$ cat src/core/standby_consts.svh
// Constants for the deep standby controller: register map, fields, timing
`ifndef STANDBY_CONSTS_SVH
`define STANDBY_CONSTS_SVH

// =====================================================================
// Register byte offsets
`define OFS_SPEED_MODE_CTRL   8'h00
`define OFS_STANDBY_STATUS    8'h04
`define OFS_RELEASE_COUNT     8'h08

// =====================================================================
// Field positions and reset values
`define ITCS_BIT              4
`define SPEED_MODE_CTRL_RST   1'h0
`define ST_STATE_LSB          0
`define ST_LS_OSC_BIT         3
`define ST_WDT_RUN_BIT        4
`define ST_HS_OSC_BIT         5
`define ST_VEC_SEL_BIT        6
`define ST_PORT_HOLD_BIT      7
`define REL_COUNT_W           16

// =====================================================================
// AHB-Lite encodings
`define HSIZE_WORD            3'h2
`define HRESP_OKAY            1'h0

// =====================================================================
// Timing
`define CLK_FREQ_KHZ          40000
`define STAB_TIME_NS          27000
`define STAB_CYCLES           ((`STAB_TIME_NS * `CLK_FREQ_KHZ + 999999) / 1000000)
`define WAIT_VECTOR_CLKS      11
`define WAIT_SEQ_CLKS         3
`define DELAY_CNT_W           12

`endif

$ cat src/core/standby_pkg.sv
// Types shared by the deep standby controller
package standby_pkg;

    // =================================================================
    // Controller states
    typedef enum logic [2:0] {
        ST_RUN  = 3'b000,
        ST_STOP = 3'b001,
        ST_STAB = 3'b010,
        ST_WAIT = 3'b011
    } standby_state_t;

endpackage : standby_pkg

$ cat src/core/stop_mode_standby_control.sv
// Deep standby controller with AHB-Lite register access
//
// The implementer's own choices: the register addresses and the AHB-Lite register port.
`timescale 1ns/1ps
`include "standby_consts.svh"

module stop_mode_standby_control
    import standby_pkg::*;
#(
    parameter int IRQ_N       = 8,
    parameter int PORT_W      = 8,
    parameter int STAB_CYCLES = `STAB_CYCLES,
    parameter int WAIT_VEC    = `WAIT_VECTOR_CLKS,
    parameter int WAIT_SEQ    = `WAIT_SEQ_CLKS
) (
    input  wire logic              core_clk,
    input  wire logic              sys_rst,
    input  wire logic              hsel,
    input  wire logic [31:0]       haddr,
    input  wire logic [1:0]        htrans,
    input  wire logic              hwrite,
    input  wire logic [2:0]        hsize,
    input  wire logic [31:0]       hwdata,
    input  wire logic              hready,
    output logic                   hreadyout,
    output logic                   hresp,
    output logic [31:0]            hrdata,
    input  wire logic              stop_exec,
    input  wire logic [IRQ_N-1:0]  irq_req,
    input  wire logic [IRQ_N-1:0]  irq_mask,
    input  wire logic              irq_ack_enable,
    input  wire logic              reset_req,
    input  wire logic              wdt_standby_run,
    input  wire logic              wdt_enable_option,
    input  wire logic              port_wr,
    input  wire logic [PORT_W-1:0] port_wr_data,
    output logic [PORT_W-1:0]      port_out,
    output logic                   cpu_clk_en,
    output logic                   cpu_halt,
    output logic                   flash_halt,
    output logic                   ram_halt,
    output logic                   hs_osc_en,
    output logic                   ls_osc_en,
    output logic                   wdt_run_en,
    output logic                   wake_detect_en,
    output logic                   stop_active,
    output logic                   vector_start,
    output logic                   next_instr_start,
    output logic                   reset_vector_start
);

    localparam int CNT_W = `DELAY_CNT_W;

    // =================================================================
    // Declarations
    standby_state_t         state;
    standby_state_t         next_state;
    logic                   wake_pending;
    logic                   vec_sel;
    logic                   next_vec_sel;
    logic                   interval_timer_clk_sel;
    logic                   ls_osc_standby;
    logic                   in_standby;
    logic                   next_in_standby;
    logic                   dly_load;
    logic [CNT_W-1:0]       dly_val;
    logic                   dly_last;
    logic [`REL_COUNT_W-1:0] release_count;
    logic                   ap_valid;
    logic                   ap_write;
    logic [7:0]             ap_addr;
    logic                   dp_write;
    logic [7:0]             dp_addr;
    logic [31:0]            next_hrdata;

    // =================================================================
    // Helpers
    function automatic logic standby_state(input standby_state_t s);
        standby_state = (s == ST_STOP) || (s == ST_STAB);
    endfunction : standby_state

    function automatic logic [CNT_W-1:0] wait_count(input logic vec);
        wait_count = vec ? CNT_W'(WAIT_VEC) : CNT_W'(WAIT_SEQ);
    endfunction : wait_count

    // =================================================================
    // Wake request detection
    // Any request whose mask flag is clear wakes the sequencer
    assign wake_pending = |(irq_req & ~irq_mask);

    // Low-speed oscillator decision while clocks are stopped
    always_comb begin
        if (interval_timer_clk_sel) begin
            ls_osc_standby = 1'b1;
        end else if (!wdt_enable_option) begin
            ls_osc_standby = 1'b0;
        end else begin
            ls_osc_standby = wdt_standby_run;
        end
    end

    // =================================================================
    // Sequencer next state
    always_comb begin
        next_state   = state;
        next_vec_sel = vec_sel;
        dly_load     = 1'b0;
        dly_val      = '0;
        case (state)
            ST_RUN: begin
                if (stop_exec) begin
                    if (wake_pending) begin
                        next_state   = ST_STAB;
                        next_vec_sel = irq_ack_enable;
                        dly_load     = 1'b1;
                        dly_val      = CNT_W'(STAB_CYCLES);
                    end else begin
                        next_state   = ST_STOP;
                    end
                end
            end
            ST_STOP: begin
                if (wake_pending) begin
                    next_state   = ST_STAB;
                    next_vec_sel = irq_ack_enable;
                    dly_load     = 1'b1;
                    dly_val      = CNT_W'(STAB_CYCLES);
                end
            end
            ST_STAB: begin
                if (dly_last) begin
                    next_state = ST_WAIT;
                    dly_load   = 1'b1;
                    dly_val    = wait_count(vec_sel);
                end
            end
            ST_WAIT: begin
                if (dly_last) begin
                    next_state = ST_RUN;
                end
            end
            default: begin
                next_state = ST_RUN;
            end
        endcase
        if (reset_req) begin
            next_state   = ST_RUN;
            next_vec_sel = 1'b0;
            dly_load     = 1'b1;
            dly_val      = '0;
        end
    end

    assign next_in_standby = standby_state(next_state);

    // =================================================================
    // State register
    // Vector choice is taken at the wake edge and held through the resume wait
    always_ff @(posedge core_clk) begin
        if (sys_rst) begin
            state   <= ST_RUN;
            vec_sel <= 1'b0;
        end else begin
            state   <= next_state;
            vec_sel <= next_vec_sel;
        end
    end

    // One shared counter times both the clock-off interval and the resume wait
    standby_delay_counter #(
        .CNT_W    (CNT_W)
    ) u_delay (
        .core_clk (core_clk),
        .sys_rst  (sys_rst),
        .load     (dly_load),
        .load_val (dly_val),
        .busy     (),
        .last     (dly_last)
    );

    // =================================================================
    // Clock and power controls, registered from the next state
    always_ff @(posedge core_clk) begin
        if (sys_rst) begin
            in_standby  <= 1'b0;
            stop_active <= 1'b0;
            cpu_clk_en  <= 1'b1;
            cpu_halt    <= 1'b0;
            flash_halt  <= 1'b0;
            ram_halt    <= 1'b0;
            hs_osc_en   <= 1'b1;
        end else begin
            in_standby  <= next_in_standby;
            stop_active <= (next_state == ST_STOP);
            cpu_clk_en  <= !next_in_standby;
            cpu_halt    <= (next_state != ST_RUN);
            flash_halt  <= (next_state != ST_RUN);
            ram_halt    <= (next_state != ST_RUN);
            hs_osc_en   <= (next_state != ST_STOP);
        end
    end

    // Oscillator and watchdog run enables follow live option levels in standby and are forced on otherwise
    always_ff @(posedge core_clk) begin
        if (sys_rst) begin
            ls_osc_en  <= 1'b1;
            wdt_run_en <= 1'b1;
        end else if (next_in_standby) begin
            ls_osc_en  <= ls_osc_standby;
            wdt_run_en <= wdt_standby_run;
        end else begin
            ls_osc_en  <= 1'b1;
            wdt_run_en <= 1'b1;
        end
    end

    // Wake sources are never gated by standby
    always_ff @(posedge core_clk) begin
        if (sys_rst) begin
            wake_detect_en <= 1'b1;
        end else begin
            wake_detect_en <= 1'b1;
        end
    end

    // =================================================================
    // Execution restart pulses
    always_ff @(posedge core_clk) begin
        if (sys_rst) begin
            vector_start       <= 1'b0;
            next_instr_start   <= 1'b0;
            reset_vector_start <= 1'b0;
        end else begin
            vector_start       <= 1'b0;
            next_instr_start   <= 1'b0;
            reset_vector_start <= reset_req;
            if (!reset_req && state == ST_WAIT && dly_last) begin
                vector_start     <= vec_sel;
                next_instr_start <= !vec_sel;
            end
        end
    end

    // Count interrupt releases for software
    always_ff @(posedge core_clk) begin
        if (sys_rst) begin
            release_count <= '0;
        end else if (!reset_req && state == ST_WAIT && dly_last) begin
            release_count <= release_count + `REL_COUNT_W'(1);
        end
    end

    // =================================================================
    // Port output latches, frozen outside normal run
    always_ff @(posedge core_clk) begin
        if (sys_rst) begin
            port_out <= '0;
        end else if (port_wr && state == ST_RUN && !stop_exec) begin
            port_out <= port_wr_data;
        end
    end

    // =================================================================
    // AHB-Lite address phase
    assign ap_valid = hsel && hready && htrans[1];
    assign ap_write = ap_valid && hwrite && (hsize == `HSIZE_WORD);
    assign ap_addr  = haddr[7:0];

    always_ff @(posedge core_clk) begin
        if (sys_rst) begin
            dp_write <= 1'b0;
            dp_addr  <= 8'h00;
        end else begin
            dp_write <= ap_write;
            dp_addr  <= ap_addr;
        end
    end

    // =================================================================
    // AHB-Lite write data phase
    always_ff @(posedge core_clk) begin
        if (sys_rst) begin
            interval_timer_clk_sel <= `SPEED_MODE_CTRL_RST;
        end else if (dp_write && dp_addr == `OFS_SPEED_MODE_CTRL) begin
            interval_timer_clk_sel <= hwdata[`ITCS_BIT];
        end
    end

    // =================================================================
    // AHB-Lite read data, captured at the address phase
    always_comb begin
        next_hrdata = 32'h0000_0000;
        case (ap_addr)
            `OFS_SPEED_MODE_CTRL: begin
                next_hrdata[`ITCS_BIT] = interval_timer_clk_sel;
            end
            `OFS_STANDBY_STATUS: begin
                next_hrdata[`ST_STATE_LSB +: 3] = state;
                next_hrdata[`ST_LS_OSC_BIT]     = ls_osc_en;
                next_hrdata[`ST_WDT_RUN_BIT]    = wdt_run_en;
                next_hrdata[`ST_HS_OSC_BIT]     = hs_osc_en;
                next_hrdata[`ST_VEC_SEL_BIT]    = vec_sel;
                next_hrdata[`ST_PORT_HOLD_BIT]  = in_standby;
            end
            `OFS_RELEASE_COUNT: begin
                next_hrdata[`REL_COUNT_W-1:0] = release_count;
            end
            default: begin
                next_hrdata = 32'h0000_0000;
            end
        endcase
    end

    always_ff @(posedge core_clk) begin
        if (sys_rst) begin
            hrdata <= 32'h0000_0000;
        end else if (ap_valid && !hwrite) begin
            hrdata <= next_hrdata;
        end
    end

    // Zero-wait slave, always OKAY
    assign hreadyout = 1'b1;
    assign hresp     = `HRESP_OKAY;

endmodule : stop_mode_standby_control

$ cat src/core/standby_delay_counter.sv
// Loadable down counter that marks the last cycle of a programmed interval
`timescale 1ns/1ps
`include "standby_consts.svh"

module standby_delay_counter #(
    parameter int CNT_W = `DELAY_CNT_W
) (
    input  wire logic             core_clk,
    input  wire logic             sys_rst,
    input  wire logic             load,
    input  wire logic [CNT_W-1:0] load_val,
    output logic                  busy,
    output logic                  last
);

    logic [CNT_W-1:0] count;

    // =================================================================
    // Counter
    always_ff @(posedge core_clk) begin
        if (sys_rst) begin
            count <= '0;
        end else if (load) begin
            count <= load_val;
        end else if (count != '0) begin
            count <= count - CNT_W'(1);
        end
    end

    assign busy = (count != '0);
    assign last = (count == CNT_W'(1));

endmodule : standby_delay_counter

$ cat config.mk
export PLATFORM = sky130hd
export DESIGN_NAME = stop_mode_standby_control
export DESIGN_NICKNAME = d
export VERILOG_FILES = /design/src/core/standby_pkg.sv /design/src/core/stop_mode_standby_control.sv /design/src/core/standby_delay_counter.sv
export VERILOG_INCLUDE_DIRS = /design/src /design/src/core
export SDC_FILE = /design/constraint.sdc
export NUM_CORES = 1
export LEC_CHECK = 0
export BUFFER_PORTS_ARGS = -buffer_cell sky130_fd_sc_hd__buf_2
export CAP_MARGIN = 20
export CORE_MARGIN = 8
export CORE_UTILIZATION = 47
export DETAILED_ROUTE_END_ITERATION = 6
export GPL_TIMING_DRIVEN = 0
export PLACE_DENSITY = 0.8
export SYNTH_ARGS = -nofsm -noshare
export SYNTH_HDL_FRONTEND = slang
export SYNTH_SLANG_ARGS = --single-unit
export TNS_END_PERCENT = 20
$ cat constraint.sdc
create_clock -name core_clk -period 3.51 [get_ports core_clk]
set_input_delay 1.053 -clock core_clk [delete_from_list [all_inputs] [get_ports core_clk]]
set_output_delay 1.053 -clock core_clk [all_outputs]
set_load 0.02 [all_outputs]
# Word level (Yosys, flattened, before mapping)
# Cells that the tools add are included.
[totals]
register_bits = 76
latch_bits = 0
ram_bits = 0
mem_bits_ro = 0
out_inout_bits = 54
n_memories = 0
[op_classes]
addsub = 2
n_mul = 0
n_div = 0
n_lt_le_gt_ge = 0
eq_ne = 11
shift = 0
muxes = 28
n_bitwise = 4
reduce_logical = 29
[op_table]
columns = ["operator", "n"]
rows = [
  ["12-bit 2-to-1 mux", 3],
  ["11-bit case mux with 3 select lines", 1],
  ["11-bit 2-to-1 mux", 2],
  ["16-bit by 1-bit adder with 16-bit output, second input constant", 1],
  ["8-bit zero test", 2],
  ["3-bit 2-to-1 mux", 5],
  ["12-bit by 1-bit equality test with 1-bit output, second input constant", 1],
  ["3-bit by 2-bit equality test with 1-bit output, second input constant", 4],
  ["3-bit case mux with 4 select lines", 1],
  ["12-bit nonzero test", 1],
  ["12-bit by 1-bit subtractor with 12-bit output, second input constant", 1],
  ["1-bit logical AND", 10],
  ["8-bit AND", 1],
  ["8-bit by 3-bit equality test with 1-bit output, second input constant", 1],
  ["8-bit by 4-bit equality test with 1-bit output, second input constant", 1],
  ["4-bit 2-to-1 mux", 2],
  ["8-bit 2-to-1 mux", 1],
  ["8-bit inverter", 1],
  ["4-bit case mux with 2 select lines", 1],
  ["8-bit OR reduction", 1],
  ["1-bit 2-to-1 mux", 7],
  ["3-bit by 1-bit equality test with 1-bit output, second input constant", 2],
  ["1-bit case mux with 3 select lines", 2],
  ["3-bit case mux with 2 select lines", 1],
  ["13 further kinds", 21],
]

# Logic depth before layout (Yosys ltp)
# Gate-level depths: netlist (run 1).
[depth]
depth_word = 11
depth_mapped = 9
depth_no_buf = 7

# Hierarchy
# A second synthesis (run 1) with hierarchy kept.
[hier_totals]
hier_cells = 394
area_unflattened_um2 = 3577.2
[by_module_without_submodules]
columns = ["mod", "instances", "cells_each", "area_per_inst_um2"]
rows = [
  ["stop_mode_standby_control", 1, 294, 2728.9],
  ["standby_delay_counter", 1, 100, 848.3],
]

# Worst setup path before layout (run 1)
# No wires, ideal clock.
[synth_timing]
path_kind = "input to register"
startpoint = "input port haddr[1]"
endpoint = "register hrdata[6]"
t_arrival_ns = 2.796
t_required_ns = 3.443
path_slack_ns = 0.648
stages = 6
path_cell_list = "or4_1 > or4_1 > nor3b_2 > clkbuf_1 > a222oi_1 > nor2_1"
[synth_via]
elab_chain_cells = 2
elab_cells_between_ends = 3
[synth_rtl]
columns = ["element", "line_no", "text"]
rows = [
  ["from (decl)", "stop_mode_standby_control.sv:19", "input wire logic [31:0] haddr,"],
  ["8-bit by 4-bit equality test with 1-bit output or 8-bit by 3-bit equality test with 1-bit output (tied branches)", "stop_mode_standby_control.sv:293", "case (ap_addr)"],
  ["3-bit case mux with 2 select lines *", "stop_mode_standby_control.sv:293", ""],
  ["to (signal assigned)", "stop_mode_standby_control.sv:318", "hrdata <= next_hrdata;"],
  ["to (decl)", "stop_mode_standby_control.sv:27", "output logic [31:0] hrdata,"],
]
# Every way passes the cells marked *; elsewhere a longest branch is shown, timed or not.
# A chain may end at the register's enable or synchronous reset.

# Worst setup path in the final report (run 1)
[layout_timing]
startpoint = "input port hwrite"
endpoint = "register hrdata[7]"
[layout_via]
elab_chain_cells = 2
[layout_rtl]
columns = ["element", "line_no", "text"]
rows = [
  ["from (decl)", "stop_mode_standby_control.sv:21", "input wire logic hwrite,"],
  ["1-bit zero test", "stop_mode_standby_control.sv:317", "end else if (ap_valid && !hwrite) begin"],
  ["1-bit logical AND", "stop_mode_standby_control.sv:317", ""],
]
# Every way passes these cells.

==> impl_metrics.json, run 1 <==
{
  "amount_of_wire_on_met3_after_detailed_routing_um": 811,
  "yosysTopAreaCellShare": 0.439,
  "num_vias": 3059,
  "synth_enable_flop_cells": 0,
  "synth_area_leaders": "dfxtp_1 44%, nor2_1 5.6%, mux2i_1 4.9%",
  "remaining_drc_errors": 0,
  "worst_setup_hold_path_clk_slew_ns": 0.08,
  "synth.yosys.warnings": 0,
  "post_cts_hold_buffer_count": 0,
  "maxCapViolations": 0,
  "final.setup_skew_ns": 0.00948,
  "critical-path-top-delay-family": "simple AND/OR/NAND/NOR gates",
  "total_leakage_power_nw": 1.90,
  "async_reset_ff_frac": 0,
  "antenna_cells_inserted": 0,
  "drt-wirelength-per-cell_um": 14.7,
  "dieArea_um2": 10400,
  "cts_num_sinks": 76,
  "pin_count_of_the_biggest_net_entering_global_routing": 15,
  "route.antenna.remaining_nets": 0,
  "syn-cell-area_um2": 3460,
  "fin_tns_setup_ns": 0,
  "worstPathRequired_ns": 3.80,
  "ys.flop_type": "dfxtp_1",
  "timing.slew.headroom": 0.462,
  "yosysTopAreaCell": "dfxtp_1",
  "met2_length_um": 4110,
  "dr.max_layer_used": "met4",
  "synth.distinct_cells": 54,
  "grt_antenna_before_repair": 0,
  "worst-path-max-fanout": 10,
  "route.layer.met1.wl_um": 3660,
  "drtIter0Drc": 162,
  "rsz0062_at_grt": "false",
  "clk_path_buf_depth": 2,
  "initial_core_util": 0.480,
  "timing.fmax_ghz": 0.333,
  "htree_num_levels": 3,
  "max_slew.worst_pin.slew_ns": 0.797,
  "fp-row-count": 31,
  "drt_wl_total_um": 8760,
  "syn_avg_cell_area_um2": 9.14,
  "post_dp_cell_area_um2": 4070,
  "syn-instance-count": 379,
  "core_region_area_um2": 7210,
  "fin_worst_hold_slack_ns": 0.484,
  "num-nets-final": 597,
  "fin_crit_sh": 0.855,
  "critPathMaxStageDelay_ns": 0.66,
  "critical_path.startpoint_type": "input pin",
  "crit_buf_inv": 2,
  "fp.dieH_um": 102,
  "clkLatencyLatePin_ns": 0.35,
  "critical_path_arrival_ns": 3.29,
  "maximum_resistive_drop_on_vdd_uv": 265,
  "postCtsSetupRepairBufs": 0,
  "ctsResizeCount": 0,
  "clock_tree_from_tritoncts": "yes",
  "status": "finished clean",
  "final_max_slew_viols": 0,
  "vias_in_the_first_global_route": 3039,
  "tritonroute_pass_1_iters": 4,
  "ioPinCount": 158,
  "yosys_register_bits": 76,
  "hpwl_um": 6670,
  "detail_route.vias_per_cell": 5.15,
  "setup_viol_count_final": 0,
  "global_route_congestion_overflow_total": 0,
  "p_per_area_nw_per_um2": 474,
  "ratio_of_cells_with_drive_above_1_in_the_final_layout": 0.285,
  "fp.dieW_um": 102,
  "worstHoldPathType": "reg2reg",
  "syn2layout_area_growth_pct": 23.4,
  "grt_pass1_wl_um": 14400,
  "cts_root_buffer": "clkbuf_8",
  "critPathCaptureType": "flop",
  "sequential_area_share_after_synthesis": 0.439,
  "final_period_minus_worst_setup_slack_ns": 3.00,
  "path_class": "in2reg",
  "filler_cell_count": 644,
  "cp_slowest_cell": "or4_1",
  "global_route.usage.total": 0.174,
  "port_buffers": 82,
  "hold_viol_final": 0,
  "worstPathCellList": "buf_2 > nand4b_1 > or4_1 > nor3b_2 > clkbuf_1 > a222oi_1 > nor2_1",
  "post-route-cell-area_um2": 4280,
  "tritoncts.num_buffers": 9,
  "place.gp.congestion": 0.889
}
cells by family after synthesis:
group                    count (synthesis)  share of synthesized area
multiplexers                            17                     0.0491
other                                    2                    0.00217
XOR/XNOR                                18                     0.0455
flip-flops                              76                      0.439
buffers and inverters                   56                     0.0885
AND/OR/NAND/NOR                        158                      0.264
AO/OA/AOI/OAI                           49                      0.100
adder cells (fa/ha/maj)                  3                     0.0108
area by class of cell:
class | count | area (um^2) | share of cell area
inverter | 15 | 56.3 | 0.0132
clock inverter | 6 | 72.6 | 0.0170
timing repair buffer | 82 | 410 | 0.0960
clock buffer | 10 | 138 | 0.0322
sequential | 76 | 1520 | 0.356
buffer | 41 | 250 | 0.0585
multi-input combinational | 265 | 1700 | 0.398
tap | 99 | 124 | 0.0290
synth_stat cells (4+ instances only):
master and number:
a22oi_1 8, dfxtp_1 76, nor4_1 4, nand3_1 10, mux2i_1 17, inv_1 15, nand2b_1 6, nor2b_1 10
buf_4 21, nor3_2 8, or4_1 6, a21oi_1 12, nor2_1 52, nand4b_1 7, nand2_1 14, a222oi_1 7
xnor2_1 15, o21ai_1 4, nor3_1 8, nand4_1 8, clkbuf_1 15
final timing paths:
| kind | endpoint | from | depth (start not counted) | slack (ns) |
|---|---|---|---|---|
| hold / removal | ls_osc_en$_SDFF_PP1_ | interval_timer_clk_sel$_SDFFE_PP0P_ | 1 | 0.48 |
| setup reg to reg | u_delay.count[9]$_SDFFE_PP0P_ | u_delay.count[0]$_SDFFE_PP0P_ | 6 | 1.05 |
| setup / recovery | hrdata[7]$_SDFFE_PP0P_ | hwrite | 7 | 0.51 |
| hold reg to reg | ls_osc_en$_SDFF_PP1_ | interval_timer_clk_sel$_SDFFE_PP0P_ | 1 | 0.48 |
report_power, final:
group          internal, mW  switching (mW)
Clock                 0.354           0.340
Sequential            0.895          0.0300
Combinational         0.183           0.225
Total                  1.43           0.595
worst register-to-register path, stage by stage (launching register included):
cell,delay [ns]
dfxtp_1,0.45
ha_1,0.29
nor4bb_1,0.73
nand2_1,0.32
clkbuf_1,0.30
nand4b_1,0.16
mux2i_1,0.08
per-layer routing:
metal / global-route usage / up-vias
met5: 0 / -
met3: 0.0511 / 17
met2: 0.291 / 112
met4: 0.0666 / 0
li1: - / 1512
met1: 0.206 / 1418
stage by stage:
stage / utilization / power (mW) / setup WS, ns / instances
2_1_floorplan: - / 1.25 / 0.648 / 397
3_3_place_gp: 0.564 / 1.34 / 0.227 / 578
3_5_place_dp: 0.564 / 1.35 / 0.124 / 578
4_1_cts: 0.593 / 2.03 / 0.489 / 594
5_1_grt: 0.593 / 2.13 / 0.218 / 594
6_report: 0.593 / 2.03 / 0.508 / 594
sequential cells by signal (all words and copies together) (netlist names), 3 cells and up:
register	cells
hrdata	16
release_count	16
u_delay.count	12
dp_addr	8
port_out	8
state	3
cells in the final DEF, fill, tap and decap left out, types with 4 or more instances in the layout:
| cell type | instances |
|---|---|
| buf_2 | 84 |
| dfxtp_1 | 76 |
| nor2_1 | 52 |
| buf_4 | 21 |
| conb_1 | 20 |
| mux2i_1 | 17 |
| inv_1 | 15 |
| clkbuf_1 | 15 |
| xnor2_1 | 15 |
| nand2_1 | 14 |
| a21oi_1 | 12 |
| nand3_1 | 10 |
| nor2b_1 | 10 |
| clkbuf_8 | 10 |
| nor3_1 | 8 |
| nand4_1 | 8 |
| a22oi_1 | 8 |
| nor3_2 | 8 |
| nand4b_1 | 7 |
| a222oi_1 | 7 |
| nand2b_1 | 6 |
| or4_1 | 6 |
| nor4_1 | 4 |
| o21ai_1 | 4 |
Note: power is estimated with default switching activity, not from simulation.
==> run 2, diff against run 1 <==
--- a/config.mk
+++ b/config.mk
@@ -6,7 +6,7 @@
 export SDC_FILE = /design/constraint.sdc
 export NUM_CORES = 1
 export LEC_CHECK = 0
-export BUFFER_PORTS_ARGS = -buffer_cell sky130_fd_sc_hd__buf_2
+export BUFFER_PORTS_ARGS = -buffer_cell sky130_fd_sc_hd__clkbuf_2
 export CAP_MARGIN = 20
 export CORE_MARGIN = 8
 export CORE_UTILIZATION = 47
==> run 2 against run 1 <==
  * Utilization grew 0.19 points
  * Worst hold slack lost 0.0051 ns
  * Largest power group unchanged
  * Cell count did not move
  * Highest routed layer unchanged
  * First-iteration DRC count is 17% higher
  * Combinational power barely moved
  * Largest cell class unchanged
  * Worst setup slack improved by 0.0033 ns
  * Register-to-register slack about the same
  * Via count up 0.52%
==> impl_metrics.json, run 2 (synthesis gave the netlist of run 1 again) <==
{
  "status": "finished clean",
  "largestRegisters": "hrdata: 16 flops, release_count: 16 flops, u_delay.count: 12 flops",
  "cts_num_sinks": 76,
  "dp_slack_ns": 0.208,
  "antenna_cells_inserted": 0,
  "htree_num_levels": 3,
  "critical_path.startpoint_type": "input pin",
  "worstPathRequired_ns": 3.81,
  "detail_route.vias_per_cell": 5.18,
  "drt-wirelength-per-cell_um": 14.6,
  "vias_in_the_first_global_route": 3050,
  "fin_tns_setup_ns": 0,
  "clk_path_buf_depth": 2,
  "global_route.usage.total": 0.174,
  "pin_count_of_the_biggest_net_entering_global_routing": 14,
  "max_slew.worst_pin.slew_ns": 0.822,
  "worstHoldPathType": "reg2reg",
  "setup_viol_count_final": 0,
  "rsz0062_at_grt": "false",
  "final.setup_skew_ns": 0.00844,
  "fp.dieW_um": 102,
  "cts_root_buffer": "clkbuf_8",
  "fp-row-count": 31,
  "drt_wl_total_um": 8690,
  "num_vias": 3075,
  "final_max_slew_viols": 0,
  "fin_worst_hold_slack_ns": 0.479,
  "port_buffers": 82,
  "global_route_congestion_overflow_total": 0,
  "tritonroute_pass_1_iters": 4,
  "final_critical_path_setup_slack_ns": 0.512,
  "final_period_minus_worst_setup_slack_ns": 3.00,
  "core_region_area_um2": 7210,
  "hpwl_um": 6630,
  "maximum_resistive_drop_on_vdd_uv": 260,
  "path_class": "in2reg",
  "grt_antenna_before_repair": 0,
  "critPathCaptureType": "flop",
  "place.gp.congestion": 0.892,
  "critPathLaunch": "hwrite",
  "clkLatencyLatePin_ns": 0.35,
  "layout_common_cells": "82 x clkbuf_2, 76 x dfxtp_1, 52 x nor2_1",
  "rr_startpoint": "u_delay.count[0]$_SDFFE_PP0P_",
  "tritoncts.num_buffers": 9,
  "post_cts_hold_buffer_count": 0,
  "grt_pass1_wl_um": 14200,
  "initial_core_util": 0.480,
  "remaining_drc_errors": 0,
  "hold_viol_final": 0,
  "route.antenna.remaining_nets": 0,
  "critical_path_arrival_ns": 3.29,
  "postCtsSetupRepairBufs": 0,
  "timing.fmax_ghz": 0.334,
  "worst-path-max-fanout": 10,
  "layout.cells.most_common": "clkbuf_2",
  "timing.slew.headroom": 0.444,
  "dieArea_um2": 10400,
  "fp.dieH_um": 102,
  "hold_path_startpoint": "interval_timer_clk_sel$_SDFFE_PP0P_",
  "drtIter0Drc": 189,
  "fin_crit_sh": 0.854,
  "worst_setup_hold_path_clk_slew_ns": 0.08,
  "ioPinCount": 158,
  "num-nets-final": 597,
  "maxCapViolations": 0,
  "total_leakage_power_nw": 1.90,
  "ratio_of_cells_with_drive_above_1_in_the_final_layout": 0.283,
  "clock_tree_from_tritoncts": "yes",
  "ctsResizeCount": 0,
  "syn2layout_area_growth_pct": 23.8,
  "p_per_area_nw_per_um2": 485
}
==> run 2: final timing paths <==
check                                  endpoint  slack [ns]  cells after the start
setup reg to reg  u_delay.count[9]$_SDFFE_PP0P_        1.06                      6
hold reg to reg            ls_osc_en$_SDFF_PP1_        0.48                      1
hold / removal             ls_osc_en$_SDFF_PP1_        0.48                      1
setup / recovery         hrdata[7]$_SDFFE_PP0P_        0.51                      7
==> run 2: layout make-up <==
| class | instances | area, um^2 |
|---|---|---|
| sequential | 76 | 1520 |
| inverter | 15 | 56.3 |
| multi-input combinational | 265 | 1700 |
| timing repair buffer | 82 | 410 |
| tap | 99 | 124 |
| buffer | 41 | 250 |
| fill | 651 | 2920 |
| clock inverter | 5 | 82.6 |
| clock buffer | 11 | 141 |
==> run 2: metal layers <==
layer,vias to the layer above,share of wire,global-route usage
met4,0,0.011,0.0564
met3,9,0.088,0.0613
met1,1455,0.41,0.195
met5,-,0,0
met2,99,0.49,0.301
li1,1512,-,-
==> run 2: per-stage QoR <==
step	instances	total power, mW	area [um^2]	utilization
after global routing	594	2.18	4290	0.595
final	594	2.08	4290	0.595
after floorplan	397	1.25	3530	-
after global placement	578	1.34	4070	0.564
after CTS	594	2.09	4290	0.595
after detailed placement	578	1.35	4070	0.564
==> run 2: report_power, final <==
| part | internal, mW | switching, mW |
|---|---|---|
| combinational | 0.183 | 0.224 |
| sequential | 0.895 | 0.0297 |
| clock | 0.423 | 0.326 |
==> run 2: worst max-delay path, cell delays in order <==
cell and delay (ns):
clkbuf_2 0.09, nand4b_1 0.41, or4_1 0.66, nor3b_2 0.41, clkbuf_1 0.40, a222oi_1 0.14
nor2_1 0.13
==> run 3, diff against run 2 <==
--- a/config.mk
+++ b/config.mk
@@ -13,6 +13,7 @@
 export DETAILED_ROUTE_END_ITERATION = 6
 export GPL_TIMING_DRIVEN = 0
 export PLACE_DENSITY = 0.8
+export REMOVE_ABC_BUFFERS = 1
 export SYNTH_ARGS = -nofsm -noshare
 export SYNTH_HDL_FRONTEND = slang
 export SYNTH_SLANG_ARGS = --single-unit
==> run 3 against run 2 <==
  * Clock-buffer cell count down 1
  * Register-to-register slack got worse by 0.50 ns
  * Final area decreased by 5.7%
  * Critical path type unchanged
  * Largest power group unchanged
  * Highest routed layer unchanged
==> impl_metrics.json, run 3 (synthesis gave the netlist of run 1 again) <==
{
  "fin_tns_setup_ns": 0,
  "initial_core_util": 0.480,
  "p_per_area_nw_per_um2": 467,
  "dp_slack_ns": -0.281,
  "final_max_slew_viols": 0,
  "grt_antenna_before_repair": 0,
  "max_slew.worst_pin.slew_ns": 1.07,
  "largestRegisters": "hrdata: 16 flops, release_count: 16 flops, u_delay.count: 12 flops",
  "global_route.usage.total": 0.155,
  "num_vias": 2864,
  "numPlacedInstances": 538,
  "final_core_area_utilization": 0.561,
  "fp.dieW_um": 102,
  "critical_path.startpoint_type": "input pin",
  "clkLatencyLatePin_ns": 0.35,
  "grt_pass1_wl_um": 12800,
  "tritoncts.num_buffers": 9,
  "r2r_setup_slack_ns": 0.56,
  "fp-row-count": 31,
  "critical_path_arrival_ns": 3.57,
  "global_route_congestion_overflow_total": 0,
  "cts_num_sinks": 76,
  "drt_wl_total_um": 7970,
  "worstPathRequired_ns": 3.80,
  "pin_count_of_the_biggest_net_entering_global_routing": 57,
  "fp.dieH_um": 102,
  "cts_root_buffer": "clkbuf_8",
  "critPathCaptureType": "flop",
  "tritonroute_pass_1_iters": 4,
  "remaining_drc_errors": 0,
  "timing.fmax_ghz": 0.304,
  "htree_num_levels": 3,
  "maximum_resistive_drop_on_vdd_uv": 175,
  "status": "finished clean",
  "drtIter0Drc": 150,
  "route.antenna.remaining_nets": 0,
  "final_cells": 555,
  "hold_viol_final": 0,
  "total_leakage_power_nw": 1.75,
  "layout.cells.most_common": "clkbuf_2",
  "final.setup_skew_ns": 0.00657,
  "dieArea_um2": 10400,
  "antenna_cells_inserted": 0,
  "core_region_area_um2": 7210,
  "path_class": "in2reg",
  "fin_crit_sh": 0.936,
  "port_buffers": 82,
  "num-nets-final": 558,
  "worst_setup_hold_path_clk_slew_ns": 0.08,
  "total_power_mw": 1.89,
  "postCtsSetupRepairBufs": 0,
  "ratio_of_cells_with_drive_above_1_in_the_final_layout": 0.263,
  "hpwl_um": 5760,
  "detail_route.vias_per_cell": 5.16,
  "final_period_minus_worst_setup_slack_ns": 3.28,
  "setup_viol_count_final": 0,
  "final_critical_path_setup_slack_ns": 0.225,
  "worstHoldPathType": "reg2reg",
  "timing.slew.headroom": 0.288,
  "rsz0062_at_grt": "false",
  "worst-path-max-fanout": 17,
  "place.gp.congestion": 0.819,
  "vias_in_the_first_global_route": 2861,
  "drt-wirelength-per-cell_um": 14.4,
  "clk_path_buf_depth": 2,
  "ioPinCount": 158,
  "syn2layout_area_growth_pct": 16.7,
  "layout_common_cells": "82 x clkbuf_2, 76 x dfxtp_1, 52 x nor2_1",
  "clock_tree_from_tritoncts": "yes",
  "maxCapViolations": 0
}
run 3: what timing repair did:
action,4_1_cts,5_1_grt
gates resized for setup,0,2
hold buffers,0,0
setup endpoints to repair,0,15
run 3: metrics by stage:
step	hold WS (ns)	instance area (um^2)
after CTS	0.492	4010
after floorplan	0.435	3280
after detailed placement	0.467	3830
final	0.492	4040
after global routing	0.515	4040
after global placement	0.461	3820
run 3: where the power goes:
part / switching (mW) / internal, mW
registers: 0.0293 / 0.895
clock network: 0.318 / 0.274
logic: 0.211 / 0.161
total: 0.559 / 1.33
run 3: metal layers:
metal,global-route usage,wire (um),up-vias
li1,-,-,1440
met1,0.170,3330,1344
met2,0.276,4060,70
met3,0.0416,431,10
met4,0.0643,136,0
met5,0,0,-
run 3: path summary, 6_finish.rpt:
| path | start | to | cells past startpoint |
|---|---|---|---|
| setup reg to reg | u_delay.count[2]$_SDFFE_PP0P_ | hs_osc_en$_SDFF_PP1_ | 6 |
| hold / removal | interval_timer_clk_sel$_SDFFE_PP0P_ | ls_osc_en$_SDFF_PP1_ | 1 |
| setup / recovery | hwrite | hrdata[8]$_SDFFE_PP0P_ | 6 |
| hold reg to reg | interval_timer_clk_sel$_SDFFE_PP0P_ | ls_osc_en$_SDFF_PP1_ | 1 |
run 3: area by class of cell:
| class | instances | area, um^2 |
|---|---|---|
| well taps | 99 | 124 |
| flip-flops and latches | 76 | 1520 |
| multi-input cells | 265 | 1730 |
| inverters | 15 | 56.3 |
| fillers | 684 | 3170 |
| clock inverters | 6 | 40.0 |
| clock buffers | 10 | 138 |
| repair buffers | 84 | 435 |
run 3: worst max-delay path, stage by stage:
cell      delay (ns)
clkbuf_2        0.09
nand4b_1        0.68
or4_1           0.84
nor3b_4         0.61
a22oi_1         0.16
nor2_1          0.13
